<file path="src/core/pwmcfe_pkg.sv">
// Shared constants for the PWM channel enable, polarity and clock select front end.
`default_nettype none
package pwmcfe_pkg;
  localparam int unsigned NUM_CHAN  = 8;
  localparam int unsigned NUM_PAIR  = 4;
  localparam int unsigned ADR_W     = 8;
  localparam int unsigned IDX_W     = 6;
  localparam int unsigned PCNT_W    = 7;
  localparam int unsigned SCNT_W    = 9;

  // Register indices; byte address is four times the index.
  localparam logic [5:0] IDX_CHAN_ENABLE   = 6'h00;
  localparam logic [5:0] IDX_START_LEVEL   = 6'h01;
  localparam logic [5:0] IDX_CLOCK_SOURCE  = 6'h02;
  localparam logic [5:0] IDX_DIVIDER       = 6'h03;
  localparam logic [5:0] IDX_PAIR_JOIN     = 6'h05;
  localparam logic [5:0] IDX_SCALE_A       = 6'h08;
  localparam logic [5:0] IDX_SCALE_B       = 6'h09;
  localparam logic [5:0] IDX_PERIOD_BASE   = 6'h14;
  localparam logic [5:0] IDX_DUTY_BASE     = 6'h1C;
  localparam logic [5:0] IDX_RUN_STATUS    = 6'h30;

  // Field positions.
  localparam int unsigned DIV_A_LSB  = 0;
  localparam int unsigned DIV_B_LSB  = 4;
  localparam int unsigned JOIN_LSB   = 4;

  // Reset values.
  localparam logic [7:0] RST_BYTE    = 8'h00;
  localparam logic [7:0] RST_PERIOD  = 8'hFF;
  localparam logic [7:0] RST_DUTY    = 8'h80;
endpackage : pwmcfe_pkg
`default_nettype wire

</file>
<file path="src/core/pwmcfe_prescaler.sv">
// Prescaler producing clock A, clock B and the scaled clocks as one-cycle tick pulses.
`default_nettype none
module pwmcfe_prescaler (
  // Clock and reset
  input  wire  logic                                 clk_i,
  input  wire  logic                                 rst_i,
  // Control
  input  wire  logic                                 run_i,
  input  wire  logic [2:0]                           div_a_i,
  input  wire  logic [2:0]                           div_b_i,
  input  wire  logic [7:0]                           scale_a_i,
  input  wire  logic [7:0]                           scale_b_i,
  // Ticks and state
  output logic                                       tick_a_o,
  output logic                                       tick_b_o,
  output logic                                       tick_sa_o,
  output logic                                       tick_sb_o,
  output logic [pwmcfe_pkg::PCNT_W-1:0]              count_o
);
  logic [pwmcfe_pkg::PCNT_W-1:0] cnt_q;
  logic [pwmcfe_pkg::PCNT_W-1:0] mask_a;
  logic [pwmcfe_pkg::PCNT_W-1:0] mask_b;
  logic [pwmcfe_pkg::SCNT_W-1:0] sa_cnt_q;
  logic [pwmcfe_pkg::SCNT_W-1:0] sb_cnt_q;
  logic [pwmcfe_pkg::SCNT_W-1:0] sa_lim;
  logic [pwmcfe_pkg::SCNT_W-1:0] sb_lim;

  // A divide by two to the power n ticks when the low n counter bits are all ones.
  assign mask_a   = 7'((8'h01 << div_a_i) - 8'h01);
  assign mask_b   = 7'((8'h01 << div_b_i) - 8'h01);
  assign tick_a_o = run_i && ((cnt_q & mask_a) == mask_a);
  assign tick_b_o = run_i && ((cnt_q & mask_b) == mask_b);
  assign count_o  = cnt_q;

  // A scale of zero stands for 256, so the scaled period is 512 source ticks.
  assign sa_lim    = (scale_a_i == 8'h00) ? 9'h1FF : 9'({scale_a_i, 1'b0} - 9'h001);
  assign sb_lim    = (scale_b_i == 8'h00) ? 9'h1FF : 9'({scale_b_i, 1'b0} - 9'h001);
  assign tick_sa_o = tick_a_o && (sa_cnt_q >= sa_lim);
  assign tick_sb_o = tick_b_o && (sb_cnt_q >= sb_lim);

  // Counter is held at zero while idle so that it draws no toggle power.
  always_ff @(posedge clk_i) begin
    if (rst_i || !run_i) begin
      cnt_q <= '0;
    end else begin
      cnt_q <= cnt_q + 7'h01;
    end
  end

  always_ff @(posedge clk_i) begin
    if (rst_i || !run_i) begin
      sa_cnt_q <= '0;
    end else if (tick_a_o) begin
      sa_cnt_q <= (sa_cnt_q >= sa_lim) ? 9'h000 : sa_cnt_q + 9'h001;
    end
  end

  always_ff @(posedge clk_i) begin
    if (rst_i || !run_i) begin
      sb_cnt_q <= '0;
    end else if (tick_b_o) begin
      sb_cnt_q <= (sb_cnt_q >= sb_lim) ? 9'h000 : sb_cnt_q + 9'h001;
    end
  end
endmodule // pwmcfe_prescaler
`default_nettype wire

</file>
<file path="src/core/pwmcfe_top.sv">
// Eight-channel PWM front end: enables, start level, clock select, pair joining, Wishbone slave.
//
// Implementation choice: the Wishbone slave port.
`default_nettype none
module pwmcfe_top (
  // Clock and reset
  input  wire  logic                            clk_i,
  input  wire  logic                            rst_i,
  // Wishbone slave
  input  wire  logic                            wb_cyc_i,
  input  wire  logic                            wb_stb_i,
  input  wire  logic                            wb_we_i,
  input  wire  logic [pwmcfe_pkg::ADR_W-1:0]    wb_adr_i,
  input  wire  logic [3:0]                      wb_sel_i,
  input  wire  logic [31:0]                     wb_dat_i,
  output logic [31:0]                           wb_dat_o,
  output logic                                  wb_ack_o,
  // Waveform outputs
  output logic [pwmcfe_pkg::NUM_CHAN-1:0]       pwm_o
);
  logic [7:0]                         chan_on_bit_q;
  logic [7:0]                         chan_start_level_bit_q;
  logic [7:0]                         chan_clock_choice_bit_q;
  logic [2:0]                         clock_a_divider_field_q;
  logic [2:0]                         clock_b_divider_field_q;
  logic [3:0]                         pair_join_bits_q;
  logic [7:0]                         scale_a_q;
  logic [7:0]                         scale_b_q;
  logic [7:0]                         period_q [pwmcfe_pkg::NUM_CHAN];
  logic [7:0]                         duty_q   [pwmcfe_pkg::NUM_CHAN];
  logic [7:0]                         run_q;
  logic [7:0]                         out_q;
  logic [7:0]                         cnt_q    [pwmcfe_pkg::NUM_CHAN];
  logic                               ack_q;
  logic [31:0]                        dat_q;
  logic [7:0]                         rd_byte;
  logic [pwmcfe_pkg::IDX_W-1:0]       idx;
  logic                               bus_req;
  logic                               wr_stb;
  logic [7:0]                         eff_en;
  logic [7:0]                         hi_joined;
  logic [7:0]                         src_tick;
  logic                               tick_a;
  logic                               tick_b;
  logic                               tick_sa;
  logic                               tick_sb;
  logic [pwmcfe_pkg::PCNT_W-1:0]      presc_cnt;

  assign idx     = wb_adr_i[pwmcfe_pkg::ADR_W-1:2];
  assign bus_req = wb_cyc_i && wb_stb_i && !ack_q;
  assign wr_stb  = bus_req && wb_we_i && wb_sel_i[0];

  // Bus answer: one wait cycle, ack for exactly one cycle, unmapped reads return zero.
  always_ff @(posedge clk_i) begin
    if (rst_i) begin
      ack_q <= 1'b0;
    end else begin
      ack_q <= bus_req;
    end
  end

  always_ff @(posedge clk_i) begin
    if (rst_i) begin
      dat_q <= 32'h0000_0000;
    end else if (bus_req && !wb_we_i) begin
      dat_q <= {24'h00_0000, rd_byte};
    end
  end

  assign wb_ack_o = ack_q;
  assign wb_dat_o = dat_q;

  always_comb begin
    rd_byte = 8'h00;
    case (idx)
      pwmcfe_pkg::IDX_CHAN_ENABLE:  rd_byte = chan_on_bit_q;
      pwmcfe_pkg::IDX_START_LEVEL:  rd_byte = chan_start_level_bit_q;
      pwmcfe_pkg::IDX_CLOCK_SOURCE: rd_byte = chan_clock_choice_bit_q;
      pwmcfe_pkg::IDX_DIVIDER:      rd_byte = {1'b0, clock_b_divider_field_q, 1'b0, clock_a_divider_field_q};
      pwmcfe_pkg::IDX_PAIR_JOIN:    rd_byte = {pair_join_bits_q, 4'h0};
      pwmcfe_pkg::IDX_SCALE_A:      rd_byte = scale_a_q;
      pwmcfe_pkg::IDX_SCALE_B:      rd_byte = scale_b_q;
      pwmcfe_pkg::IDX_RUN_STATUS:   rd_byte = run_q;
      default: begin
        if (idx >= pwmcfe_pkg::IDX_PERIOD_BASE && idx < pwmcfe_pkg::IDX_DUTY_BASE) begin
          rd_byte = period_q[3'(idx - pwmcfe_pkg::IDX_PERIOD_BASE)];
        end else if (idx >= pwmcfe_pkg::IDX_DUTY_BASE && idx < 6'(pwmcfe_pkg::IDX_DUTY_BASE + 6'h08)) begin
          rd_byte = duty_q[3'(idx - pwmcfe_pkg::IDX_DUTY_BASE)];
        end
      end
    endcase
  end

  always_ff @(posedge clk_i) begin
    if (rst_i) begin
      chan_on_bit_q <= pwmcfe_pkg::RST_BYTE;
    end else if (wr_stb && idx == pwmcfe_pkg::IDX_CHAN_ENABLE) begin
      chan_on_bit_q <= wb_dat_i[7:0];
    end
  end

  always_ff @(posedge clk_i) begin
    if (rst_i) begin
      chan_start_level_bit_q <= pwmcfe_pkg::RST_BYTE;
    end else if (wr_stb && idx == pwmcfe_pkg::IDX_START_LEVEL) begin
      chan_start_level_bit_q <= wb_dat_i[7:0];
    end
  end

  always_ff @(posedge clk_i) begin
    if (rst_i) begin
      chan_clock_choice_bit_q <= pwmcfe_pkg::RST_BYTE;
    end else if (wr_stb && idx == pwmcfe_pkg::IDX_CLOCK_SOURCE) begin
      chan_clock_choice_bit_q <= wb_dat_i[7:0];
    end
  end

  always_ff @(posedge clk_i) begin
    if (rst_i) begin
      clock_a_divider_field_q <= 3'h0;
      clock_b_divider_field_q <= 3'h0;
      pair_join_bits_q        <= 4'h0;
      scale_a_q               <= pwmcfe_pkg::RST_BYTE;
      scale_b_q               <= pwmcfe_pkg::RST_BYTE;
    end else if (wr_stb) begin
      case (idx)
        pwmcfe_pkg::IDX_DIVIDER: begin
          clock_a_divider_field_q <= wb_dat_i[pwmcfe_pkg::DIV_A_LSB +: 3];
          clock_b_divider_field_q <= wb_dat_i[pwmcfe_pkg::DIV_B_LSB +: 3];
        end
        pwmcfe_pkg::IDX_PAIR_JOIN: pair_join_bits_q <= wb_dat_i[pwmcfe_pkg::JOIN_LSB +: 4];
        pwmcfe_pkg::IDX_SCALE_A:   scale_a_q        <= wb_dat_i[7:0];
        pwmcfe_pkg::IDX_SCALE_B:   scale_b_q        <= wb_dat_i[7:0];
        default: begin
        end
      endcase
    end
  end

  pwmcfe_prescaler u_presc (
    .clk_i     (clk_i),
    .rst_i     (rst_i),
    .run_i     (|chan_on_bit_q),
    .div_a_i   (clock_a_divider_field_q),
    .div_b_i   (clock_b_divider_field_q),
    .scale_a_i (scale_a_q),
    .scale_b_i (scale_b_q),
    .tick_a_o  (tick_a),
    .tick_b_o  (tick_b),
    .tick_sa_o (tick_sa),
    .tick_sb_o (tick_sb),
    .count_o   (presc_cnt)
  );

  genvar gi;
  generate
    for (gi = 0; gi < pwmcfe_pkg::NUM_CHAN; gi++) begin : g_chan
      localparam bit IS_HI  = (gi % 2) == 0;
      localparam bit GRP_B  = ((gi / 2) % 2) == 1;

      always_ff @(posedge clk_i) begin
        if (rst_i) begin
          period_q[gi] <= pwmcfe_pkg::RST_PERIOD;
          duty_q[gi]   <= pwmcfe_pkg::RST_DUTY;
        end else if (wr_stb && idx == 6'(pwmcfe_pkg::IDX_PERIOD_BASE + 6'(gi))) begin
          period_q[gi] <= wb_dat_i[7:0];
        end else if (wr_stb && idx == 6'(pwmcfe_pkg::IDX_DUTY_BASE + 6'(gi))) begin
          duty_q[gi]   <= wb_dat_i[7:0];
        end
      end

      assign hi_joined[gi] = IS_HI ? pair_join_bits_q[gi/2] : 1'b0;
      assign eff_en[gi]    = chan_on_bit_q[gi] && !hi_joined[gi];

      if (GRP_B) begin : g_b
        assign src_tick[gi] = chan_clock_choice_bit_q[gi] ? tick_sb : tick_b;
      end else begin : g_a
        assign src_tick[gi] = chan_clock_choice_bit_q[gi] ? tick_sa : tick_a;
      end

      always_ff @(posedge clk_i) begin
        if (rst_i || !eff_en[gi]) begin
          run_q[gi] <= 1'b0;
        end else if (src_tick[gi]) begin
          run_q[gi] <= 1'b1;
        end
      end
    end

    for (gi = 0; gi < pwmcfe_pkg::NUM_PAIR; gi++) begin : g_pair
      localparam int HI = 2 * gi;
      localparam int LO = 2 * gi + 1;
      logic        joined;
      logic [15:0] cnt16;
      logic [15:0] per16;
      logic [15:0] duty16;
      logic        lvl_lo;
      logic        lvl_hi;

      assign joined = pair_join_bits_q[gi];
      assign cnt16  = {cnt_q[HI], cnt_q[LO]};
      assign per16  = {period_q[HI], period_q[LO]};
      assign duty16 = {duty_q[HI], duty_q[LO]};

      always_ff @(posedge clk_i) begin
        if (rst_i) begin
          cnt_q[HI] <= 8'h00;
          cnt_q[LO] <= 8'h00;
        end else if (joined) begin
          if (!run_q[LO]) begin
            {cnt_q[HI], cnt_q[LO]} <= 16'h0000;
          end else if (src_tick[LO]) begin
            {cnt_q[HI], cnt_q[LO]} <= (cnt16 + 16'h0001 >= per16) ? 16'h0000 : cnt16 + 16'h0001;
          end
        end else begin
          if (!run_q[HI]) begin
            cnt_q[HI] <= 8'h00;
          end else if (src_tick[HI]) begin
            cnt_q[HI] <= (9'(cnt_q[HI]) + 9'h001 >= 9'(period_q[HI])) ? 8'h00 : cnt_q[HI] + 8'h01;
          end
          if (!run_q[LO]) begin
            cnt_q[LO] <= 8'h00;
          end else if (src_tick[LO]) begin
            cnt_q[LO] <= (9'(cnt_q[LO]) + 9'h001 >= 9'(period_q[LO])) ? 8'h00 : cnt_q[LO] + 8'h01;
          end
        end
      end

      assign lvl_lo = joined ? ((cnt16 < duty16) ? chan_start_level_bit_q[LO] : !chan_start_level_bit_q[LO])
                             : ((cnt_q[LO] < duty_q[LO]) ? chan_start_level_bit_q[LO]
                                                          : !chan_start_level_bit_q[LO]);
      assign lvl_hi = (cnt_q[HI] < duty_q[HI]) ? chan_start_level_bit_q[HI] : !chan_start_level_bit_q[HI];

      always_ff @(posedge clk_i) begin
        if (rst_i) begin
          out_q[HI] <= 1'b0;
          out_q[LO] <= 1'b0;
        end else begin
          out_q[LO] <= run_q[LO] && lvl_lo;
          out_q[HI] <= run_q[HI] && !joined && lvl_hi;
        end
      end

      AST_LEVEL_AT_START: assert property (@(posedge clk_i) disable iff (rst_i)
        (run_q[LO] && !joined && cnt_q[LO] == 8'h00 && duty_q[LO] != 8'h00)
          |=> (out_q[LO] == $past(chan_start_level_bit_q[LO])))
        else $error("output did not show start level at period start");

      AST_LEVEL_AFTER_DUTY: assert property (@(posedge clk_i) disable iff (rst_i)
        (run_q[HI] && !joined && cnt_q[HI] >= duty_q[HI])
          |=> (out_q[HI] == !$past(chan_start_level_bit_q[HI])))
        else $error("output did not flip after duty count");

      AST_HI_HELD_OFF: assert property (@(posedge clk_i) disable iff (rst_i)
        joined [*2] |-> (!out_q[HI] && !run_q[HI]))
        else $error("joined high-order channel not held off");

      AST_PAIR_OFF_BY_LO: assert property (@(posedge clk_i) disable iff (rst_i)
        (joined && !chan_on_bit_q[LO]) |=> ##1 (!out_q[LO]))
        else $error("joined pair kept running after low-order disable");
    end
  endgenerate

  assign pwm_o = out_q;

  AST_RUN_NEEDS_TICK: assert property (@(posedge clk_i) disable iff (rst_i)
    ((run_q & ~$past(run_q)) & ~$past(src_tick & eff_en)) == 8'h00)
    else $error("channel started without a source tick");

  AST_PRESC_STOPPED: assert property (@(posedge clk_i) disable iff (rst_i)
    (chan_on_bit_q == 8'h00) [*2] |-> (presc_cnt == 7'h00 && !tick_a && !tick_b))
    else $error("prescaler runs while all channels are off");

  AST_ENABLE_WRITE: assert property (@(posedge clk_i) disable iff (rst_i)
    (wr_stb && idx == pwmcfe_pkg::IDX_CHAN_ENABLE) |=> (chan_on_bit_q == $past(wb_dat_i[7:0])))
    else $error("enable register write not stored");

  AST_LEVEL_READBACK: assert property (@(posedge clk_i) disable iff (rst_i)
    (bus_req && !wb_we_i && idx == pwmcfe_pkg::IDX_START_LEVEL)
      |=> (wb_ack_o && wb_dat_o[7:0] == $past(chan_start_level_bit_q)))
    else $error("start level read returned wrong value");

  AST_CLK_SEL_A: assert property (@(posedge clk_i) disable iff (rst_i)
    !chan_clock_choice_bit_q[0] |-> (src_tick[0] == tick_a))
    else $error("channel 0 not clocked from clock A");

  AST_CLK_SEL_SB: assert property (@(posedge clk_i) disable iff (rst_i)
    chan_clock_choice_bit_q[7] |-> (src_tick[7] == tick_sb))
    else $error("channel 7 not clocked from scaled clock B");

  AST_DIV_BY_ONE: assert property (@(posedge clk_i) disable iff (rst_i)
    (clock_a_divider_field_q == 3'h0 && chan_on_bit_q != 8'h00) |-> tick_a)
    else $error("clock A missed a tick at divide by one");

  AST_RESET_CLEAR: assert property (@(posedge clk_i)
    $past(rst_i) |-> (chan_on_bit_q == 8'h00 && chan_start_level_bit_q == 8'h00
                      && chan_clock_choice_bit_q == 8'h00 && pwm_o == 8'h00))
    else $error("control registers not cleared by reset");
endmodule // pwmcfe_top
`default_nettype wire

</file>
<file path="config.mk">
export PLATFORM = sky130hd
export DESIGN_NAME = pwmcfe_top
export DESIGN_NICKNAME = d
export VERILOG_FILES = /design/src/core/pwmcfe_pkg.sv /design/src/core/pwmcfe_prescaler.sv /design/src/core/pwmcfe_top.sv
export SDC_FILE = /design/constraint.sdc
export NUM_CORES = 1
export LEC_CHECK = 0
export BUFFER_PORTS_ARGS = -buffer_cell sky130_fd_sc_hd__buf_2
export CAP_MARGIN = 0
export CORE_ASPECT_RATIO = 0.9
export CORE_MARGIN = 3
export CORE_UTILIZATION = 63
export CTS_BUF_LIST = sky130_fd_sc_hd__clkbuf_16
export DETAILED_ROUTE_END_ITERATION = 16
export PLACE_DENSITY = 0.81
export SLEW_MARGIN = 20
export SYNTH_ARGS = -nofsm -noshare
export SYNTH_HDL_FRONTEND = slang
export SYNTH_SLANG_ARGS = --single-unit
</file>
<file path="constraint.sdc">
create_clock -name clk_i -period 4.6 [get_ports clk_i]
set_input_delay 0.46 -clock clk_i [delete_from_list [all_inputs] [get_ports clk_i]]
set_output_delay 0.46 -clock clk_i [all_outputs]
set_load 0.03 [all_outputs]
</file>
* Yosys cells after proc, flatten, opt, wreduce, memory -nomap -nowiden
Memory sizes are Yosys's and may differ from the RTL's. Cells that the tools add are included.
Cells by class: add/subtract/negate cells 29, magnitude comparators 30, eq/ne operators 37, shifts and indexed selects 2, muxes and demuxes 145, bitwise operators 18, reductions and logical operators 90
Operators by type and width (number):
- 8-bit two-way mux | 42
- 16-bit two-way mux | 16
- 1-bit two-way mux | 82
- 8-bit by 1-bit adder with 9-bit output (second input constant) | 8
- 6-bit by 5-bit equality test with 1-bit output (second input constant) | 12
- 9-bit by 8-bit >= comparator with 1-bit output | 8
- 16-bit by 1-bit adder with 16-bit output (second input constant) | 4
- 8-bit by 1-bit adder with 8-bit output (second input constant) | 8
- 16-bit >= comparator | 4
- 16-bit less-than comparator | 4
- 8-bit less-than comparator | 8
- 8-bit case mux with 8 select lines | 1
- 1-bit logical AND | 46
- 9-bit two-way mux | 4
- 6-bit equality test (second input constant) | 5
- 3-bit by 2-bit != test with 1-bit output (second input constant) | 8
- 1-bit zero test | 23
- 9-bit by 1-bit adder with 9-bit output (second input constant) | 2
- 9-bit >= comparator | 2
- 9-bit by 1-bit subtractor with 9-bit output (second input constant) | 2
- 8-bit zero test | 2
- 1-bit OR | 16
- 2-bit AND reduction | 8
- 7-bit AND | 2
- 16 further kinds | 34
Storage, ports and cells: flip-flop bits (word level) 164, memory bits (writable) 128, memories 2
Memories:
- duty_q | depth 8, bits a word 8, read ports 9, clocked after Yosys merged registers in 0, wr ports 8, line pwmcfe_top.sv:30 | logic [7:0] duty_q [pwmcfe_pkg::NUM_CHAN];
- period_q | depth 8, bits a word 8, read ports 9, clocked after Yosys merged registers in 0, wr ports 8, line pwmcfe_top.sv:29 | logic [7:0] period_q [pwmcfe_pkg::NUM_CHAN];

* Depth between registers and ports, before layout
depth after elaboration 10, gate-level depth with buffers 16

* Cells and area by module
From an unflattened synthesis, not the netlist that was laid out.
Second synthesis, totals: cell total of the unflattened synthesis 2118, area total of the unflattened synthesis 19576.3 µm²
Modules (own cells, without submodules):
- pwmcfe_top | instances 1, cells an instance 1882, area each 17727.0 µm²
- pwmcfe_prescaler | instances 1, cells an instance 236, area each 1849.3 µm²

* Worst setup path after synthesis
Ideal clock, no wire load.
path kind register to register, start point register cnt_q[32] in the netlist's numbering, end point register cnt_q[42] in the netlist's numbering, arrival 3362 ps, slack 1158 ps, cell stages (with the launch flop) 15, buffers on the path 1, path through dfxtp_1 ha_1 nand3_1 or2_1 clkbuf_1 nor2_1 nand2_1 xnor2_1 ha_1 o21ai_0 o21ai_0 nor2_1 or4b_1 a41o_1 a211oi_2
On the way: cells in the longest elaborated chain, start to end 6
Ends and longest elaborated chain:
- from (decl) | line pwmcfe_top.sv:33 | logic [7:0] cnt_q [pwmcfe_pkg::NUM_CHAN];
- from (signal, indexed assignment) | line pwmcfe_top.sv:213 | {cnt_q[HI], cnt_q[LO]} <= (cnt16 + 16'h0001 >= per16) ? 16'h0000 : cnt16 + 16'h0001;
- from (signal, indexed assignment) | line pwmcfe_top.sv:219 | cnt_q[HI] <= (9'(cnt_q[HI]) + 9'h001 >= 9'(period_q[HI])) ? 8'h00 : cnt_q[HI] + 8'h01;
- from (signal, indexed assignment) | line pwmcfe_top.sv:224 | cnt_q[LO] <= (9'(cnt_q[LO]) + 9'h001 >= 9'(period_q[LO])) ? 8'h00 : cnt_q[LO] + 8'h01;
- 16-bit by 1-bit adder with 16-bit output * | line pwmcfe_top.sv:213
- 16-bit >= comparator | line pwmcfe_top.sv:213
- 16-bit two-way mux * | line pwmcfe_top.sv:213
- 16-bit two-way mux * | line pwmcfe_top.sv:212 | end else if (src_tick[LO]) begin
- 16-bit two-way mux * | line pwmcfe_top.sv:210 | if (!run_q[LO]) begin
- 16-bit two-way mux * | line pwmcfe_top.sv:209 | end else if (joined) begin
Mark *: on every way between the ends. The rest lies on a longest branch, timed or not. The select of a mux whose other input is x is not followed. A chain may end at the register's enable or synchronous reset.

* Worst setup path after layout
start point register cnt_q[32] in the netlist's numbering, end point register cnt_q[44] in the netlist's numbering
Same word-level chain as after synthesis.

==> flow_summary.ini <==
[yosys]
async_flop_share_pct = 0
ys_seq_area_share_pct = 36.3
synth-edff-count = 128
synthFlopType = dfxtp_1
syn-mean-instance-area_um2 = 9.17
synth_area_mm2 = 0.0196
synth_seq_cells = 292
syn_inst = 2140
yosysWarnings = 0
yosysUniqueCellTypes = 86

[cells_and_area]
layout_common_cells = ha_1 (189), nand2_1 (181), nor2_1 (167)
mostFrequentLayoutCell = ha_1
stdcell_count = 2551
post-route-util_pct = 69.1
n_fill_cell = 2267
final_nets = 2361
synthToLayoutAreaGrowth_pct = 6.47
layout-drive-gt1-share_pct = 8.76
fin_area_mm2 = 0.0209

[routing]
drt_iter0_markers = 2092
finalWirelength_um = 56000
ant_nets = 0
firstDrtPassIters = 7
wl_per_cell_um = 21.9
vias_per_cell = 6.54
drc = 0
vias = 16700

[place]
hpwl_um = 41900
place_inst = 2493
portBuffers = 36
post-place-ws_ns = 0.727
gp_congestion = 1.10
placedInstanceArea_mm2 = 0.0199

[setup_path]
cp.arrival_ns = 4.50
slowest_stage = or4b_1
start_kind = flop
worst-setup-path-type = reg2reg
timing.rr.start = cnt_q[32]$_SDFFE_PP0P_
cp_max_fo = 8
rrSetupSlack_ns = 0.60
critPathMaxStageDelay_ns = 0.56
cp_cell_sequence = ha_1, nand3_1, or2_1, nor2_1, nand2_1, xnor2_1, ha_1, a211oi_1, o21ai_0, nor2_1, or4b_1, a41o_1, a211oi_2
required_ns = 5.10
r2r_end = cnt_q[44]$_SDFFE_PP0P_
endpoint = cnt_q[44]$_SDFFE_PP0P_
crit_path_end_kind = flop
worst_r2r_path_depth = 13
crit_start = cnt_q[32]$_SDFFE_PP0P_

[grt]
grt.overflow.total = 0
grt_pass1_vias = 16000
antenna_found_initial = 1
grt_pass1_wl_um = 88200
grtUsageTotal_pct = 33.3
grt_max_degree = 38

[clocking]
cts_buffers = 31
clkLatencyLatePin_ns = 0.58
htreeDepth = 1
ctsHoldBuffers = 0
cts.clk_slew.worst_paths_ns = 0.06
cts_buffer_depth = 3
cts_setup_buffers = 0
cts-resized-gates = 0
root_buffer = clkbuf_16
clkSinkCount = 292
cts_tree = yes

[timing]
rsz0062_at_grt = no
final_hold_viol_count = 0
worst_pin_slew_ns = 0.883
fin_crit_sh_pct = 87.0
fmax_mhz = 250
worst_slack_ns = 0.600
skew_ns = 0.0207
slew_headroom_pct = 40.7
finalMaxSlewViolations = 0
setup_violations = 0
fin_crit_ns = 4.00
finalSetupTns_ns = 0

[job]
maxCapViolCount = 0

[die]
num_io_pins = 90
start_util_pct = 64.9
die_y_um = 173
dieArea_mm2 = 0.0333
die_w_um = 192
coreArea_mm2 = 0.0303
placementRows = 60

[power]
power.density_mw_per_mm2 = 264
irDropWorstVdd_mv = 0.271
p_leak_nw = 8.94

[min_path]
hold_class = in2reg
worstHoldPathCells = 3

[run_status]
status = complete, no violations
worst max-delay path: cells and delay by family (launching register included):
| kind | cells | cell delay [ns] |
|---|---|---|
| AO/OA/AOI/OAI | 4 | 0.89 |
| XOR/XNOR | 1 | 0.16 |
| flip-flops | 1 | 0.45 |
| adder cells (fa/ha/maj) | 2 | 0.45 |
| AND/OR/NAND/NOR | 6 | 1.98 |
power by group:
part / leakage (nW) / internal, mW / switching (mW)
registers: 2.43 / 2.73 / 0.0324
logic: 6.01 / 0.0817 / 0.219
clock network: 0.492 / 1.39 / 1.06
total: 8.94 / 4.20 / 1.31
worst min path at each step:
stage,to,start
after floorplan,run_q[3]$_SDFFE_PP0P_,chan_on_bit_q[3]$_SDFFE_PP0P_
after detailed placement,wb_dat_o[2]$_SDFFE_PP0P_,wb_dat_o[2]$_SDFFE_PP0P_
after global placement,wb_dat_o[2]$_SDFFE_PP0P_,wb_dat_o[2]$_SDFFE_PP0P_
after CTS,wb_ack_o$_SDFF_PP0_,wb_cyc_i
after global routing,wb_ack_o$_SDFF_PP0_,wb_cyc_i
final,wb_ack_o$_SDFF_PP0_,wb_cyc_i
metal layers:
layer	vias to the layer above	part of all wire (%)	track usage, %
met5	-	0	0
met4	0	5.9	16.6
met3	196	12	6.51
met2	1017	43	49.9
met1	7836	39	45.9
li1	7639	-	-
cell type report:
type | instances | area [um2] | area share, %
well taps | 403 | 504 | 2.41
multi-input cells | 1592 | 11400 | 54.7
clock inverters | 26 | 199 | 0.952
inverters | 159 | 597 | 2.86
repair buffers | 47 | 265 | 1.27
flip-flops and latches | 292 | 7130 | 34.1
clock buffers | 31 | 776 | 3.71
diodes | 1 | 2.50 | 0.0120
state kept, by name, indices dropped and copies added, names as in the netlist, 8 cells and up:
register / cells
chan_clock_choice_bit_q: 8
scale_b_q: 8
chan_on_bit_q: 8
wb_dat_o: 8
run_q: 8
period_q: 64
u_presc.sa_cnt_q: 9
cnt_q: 64
pwm_o: 8
u_presc.sb_cnt_q: 9
chan_start_level_bit_q: 8
duty_q: 64
scale_a_q: 8
cell usage after synthesis, types with 24 or more instances:
master    number  area, um2
ha_1         189       2360
nand2_1      181        679
nor2_1       167        627
dfxtp_1      164       3280
inv_1        158        593
edfxtp_1     128       3840
a21oi_1      116        581
clkbuf_1      74        278
o21ai_0       71        355
and2_1        65        407
mux2i_1       63        631
xnor2_1       56        490
xor2_1        55        482
nand3_1       51        255
and3_1        46        288
or3_1         43        269
or2_2         39        244
nand2b_1      35        219
nand4_1       35        219
mux4_2        28        631
nor3_1        28        140
a21o_1        24        180
a31oi_1       24        150
buf_4         24        180
cell families (layout without fill, tap and decap cells):
group                      after synthesis  after routing  synth area share [%]
and+or+nand+nor                        748            748                  19.3
AOI/OAI and AO/OA                      427            427                  14.8
DFF                                    292            292                  36.3
buffers and inverters                  279            263                  5.99
adders and majority gates              189            189                  12.1
xor gates and xnor gates               111            111                  4.95
muxes                                   93             93                  6.54
other                                    1             25                0.0191
stage by stage:
| step | hold WS [ns] | power (mW) |
|---|---|---|
| 2_1_floorplan | 0.455 | 3.02 |
| 3_3_place_gp | 0.435 | 3.09 |
| 3_5_place_dp | 0.441 | 3.10 |
| 4_1_cts | 0.206 | 5.49 |
| 5_1_grt | 0.246 | 5.64 |
| 6_report | 0.204 | 5.51 |
Power figures use the tool's default switching activity.
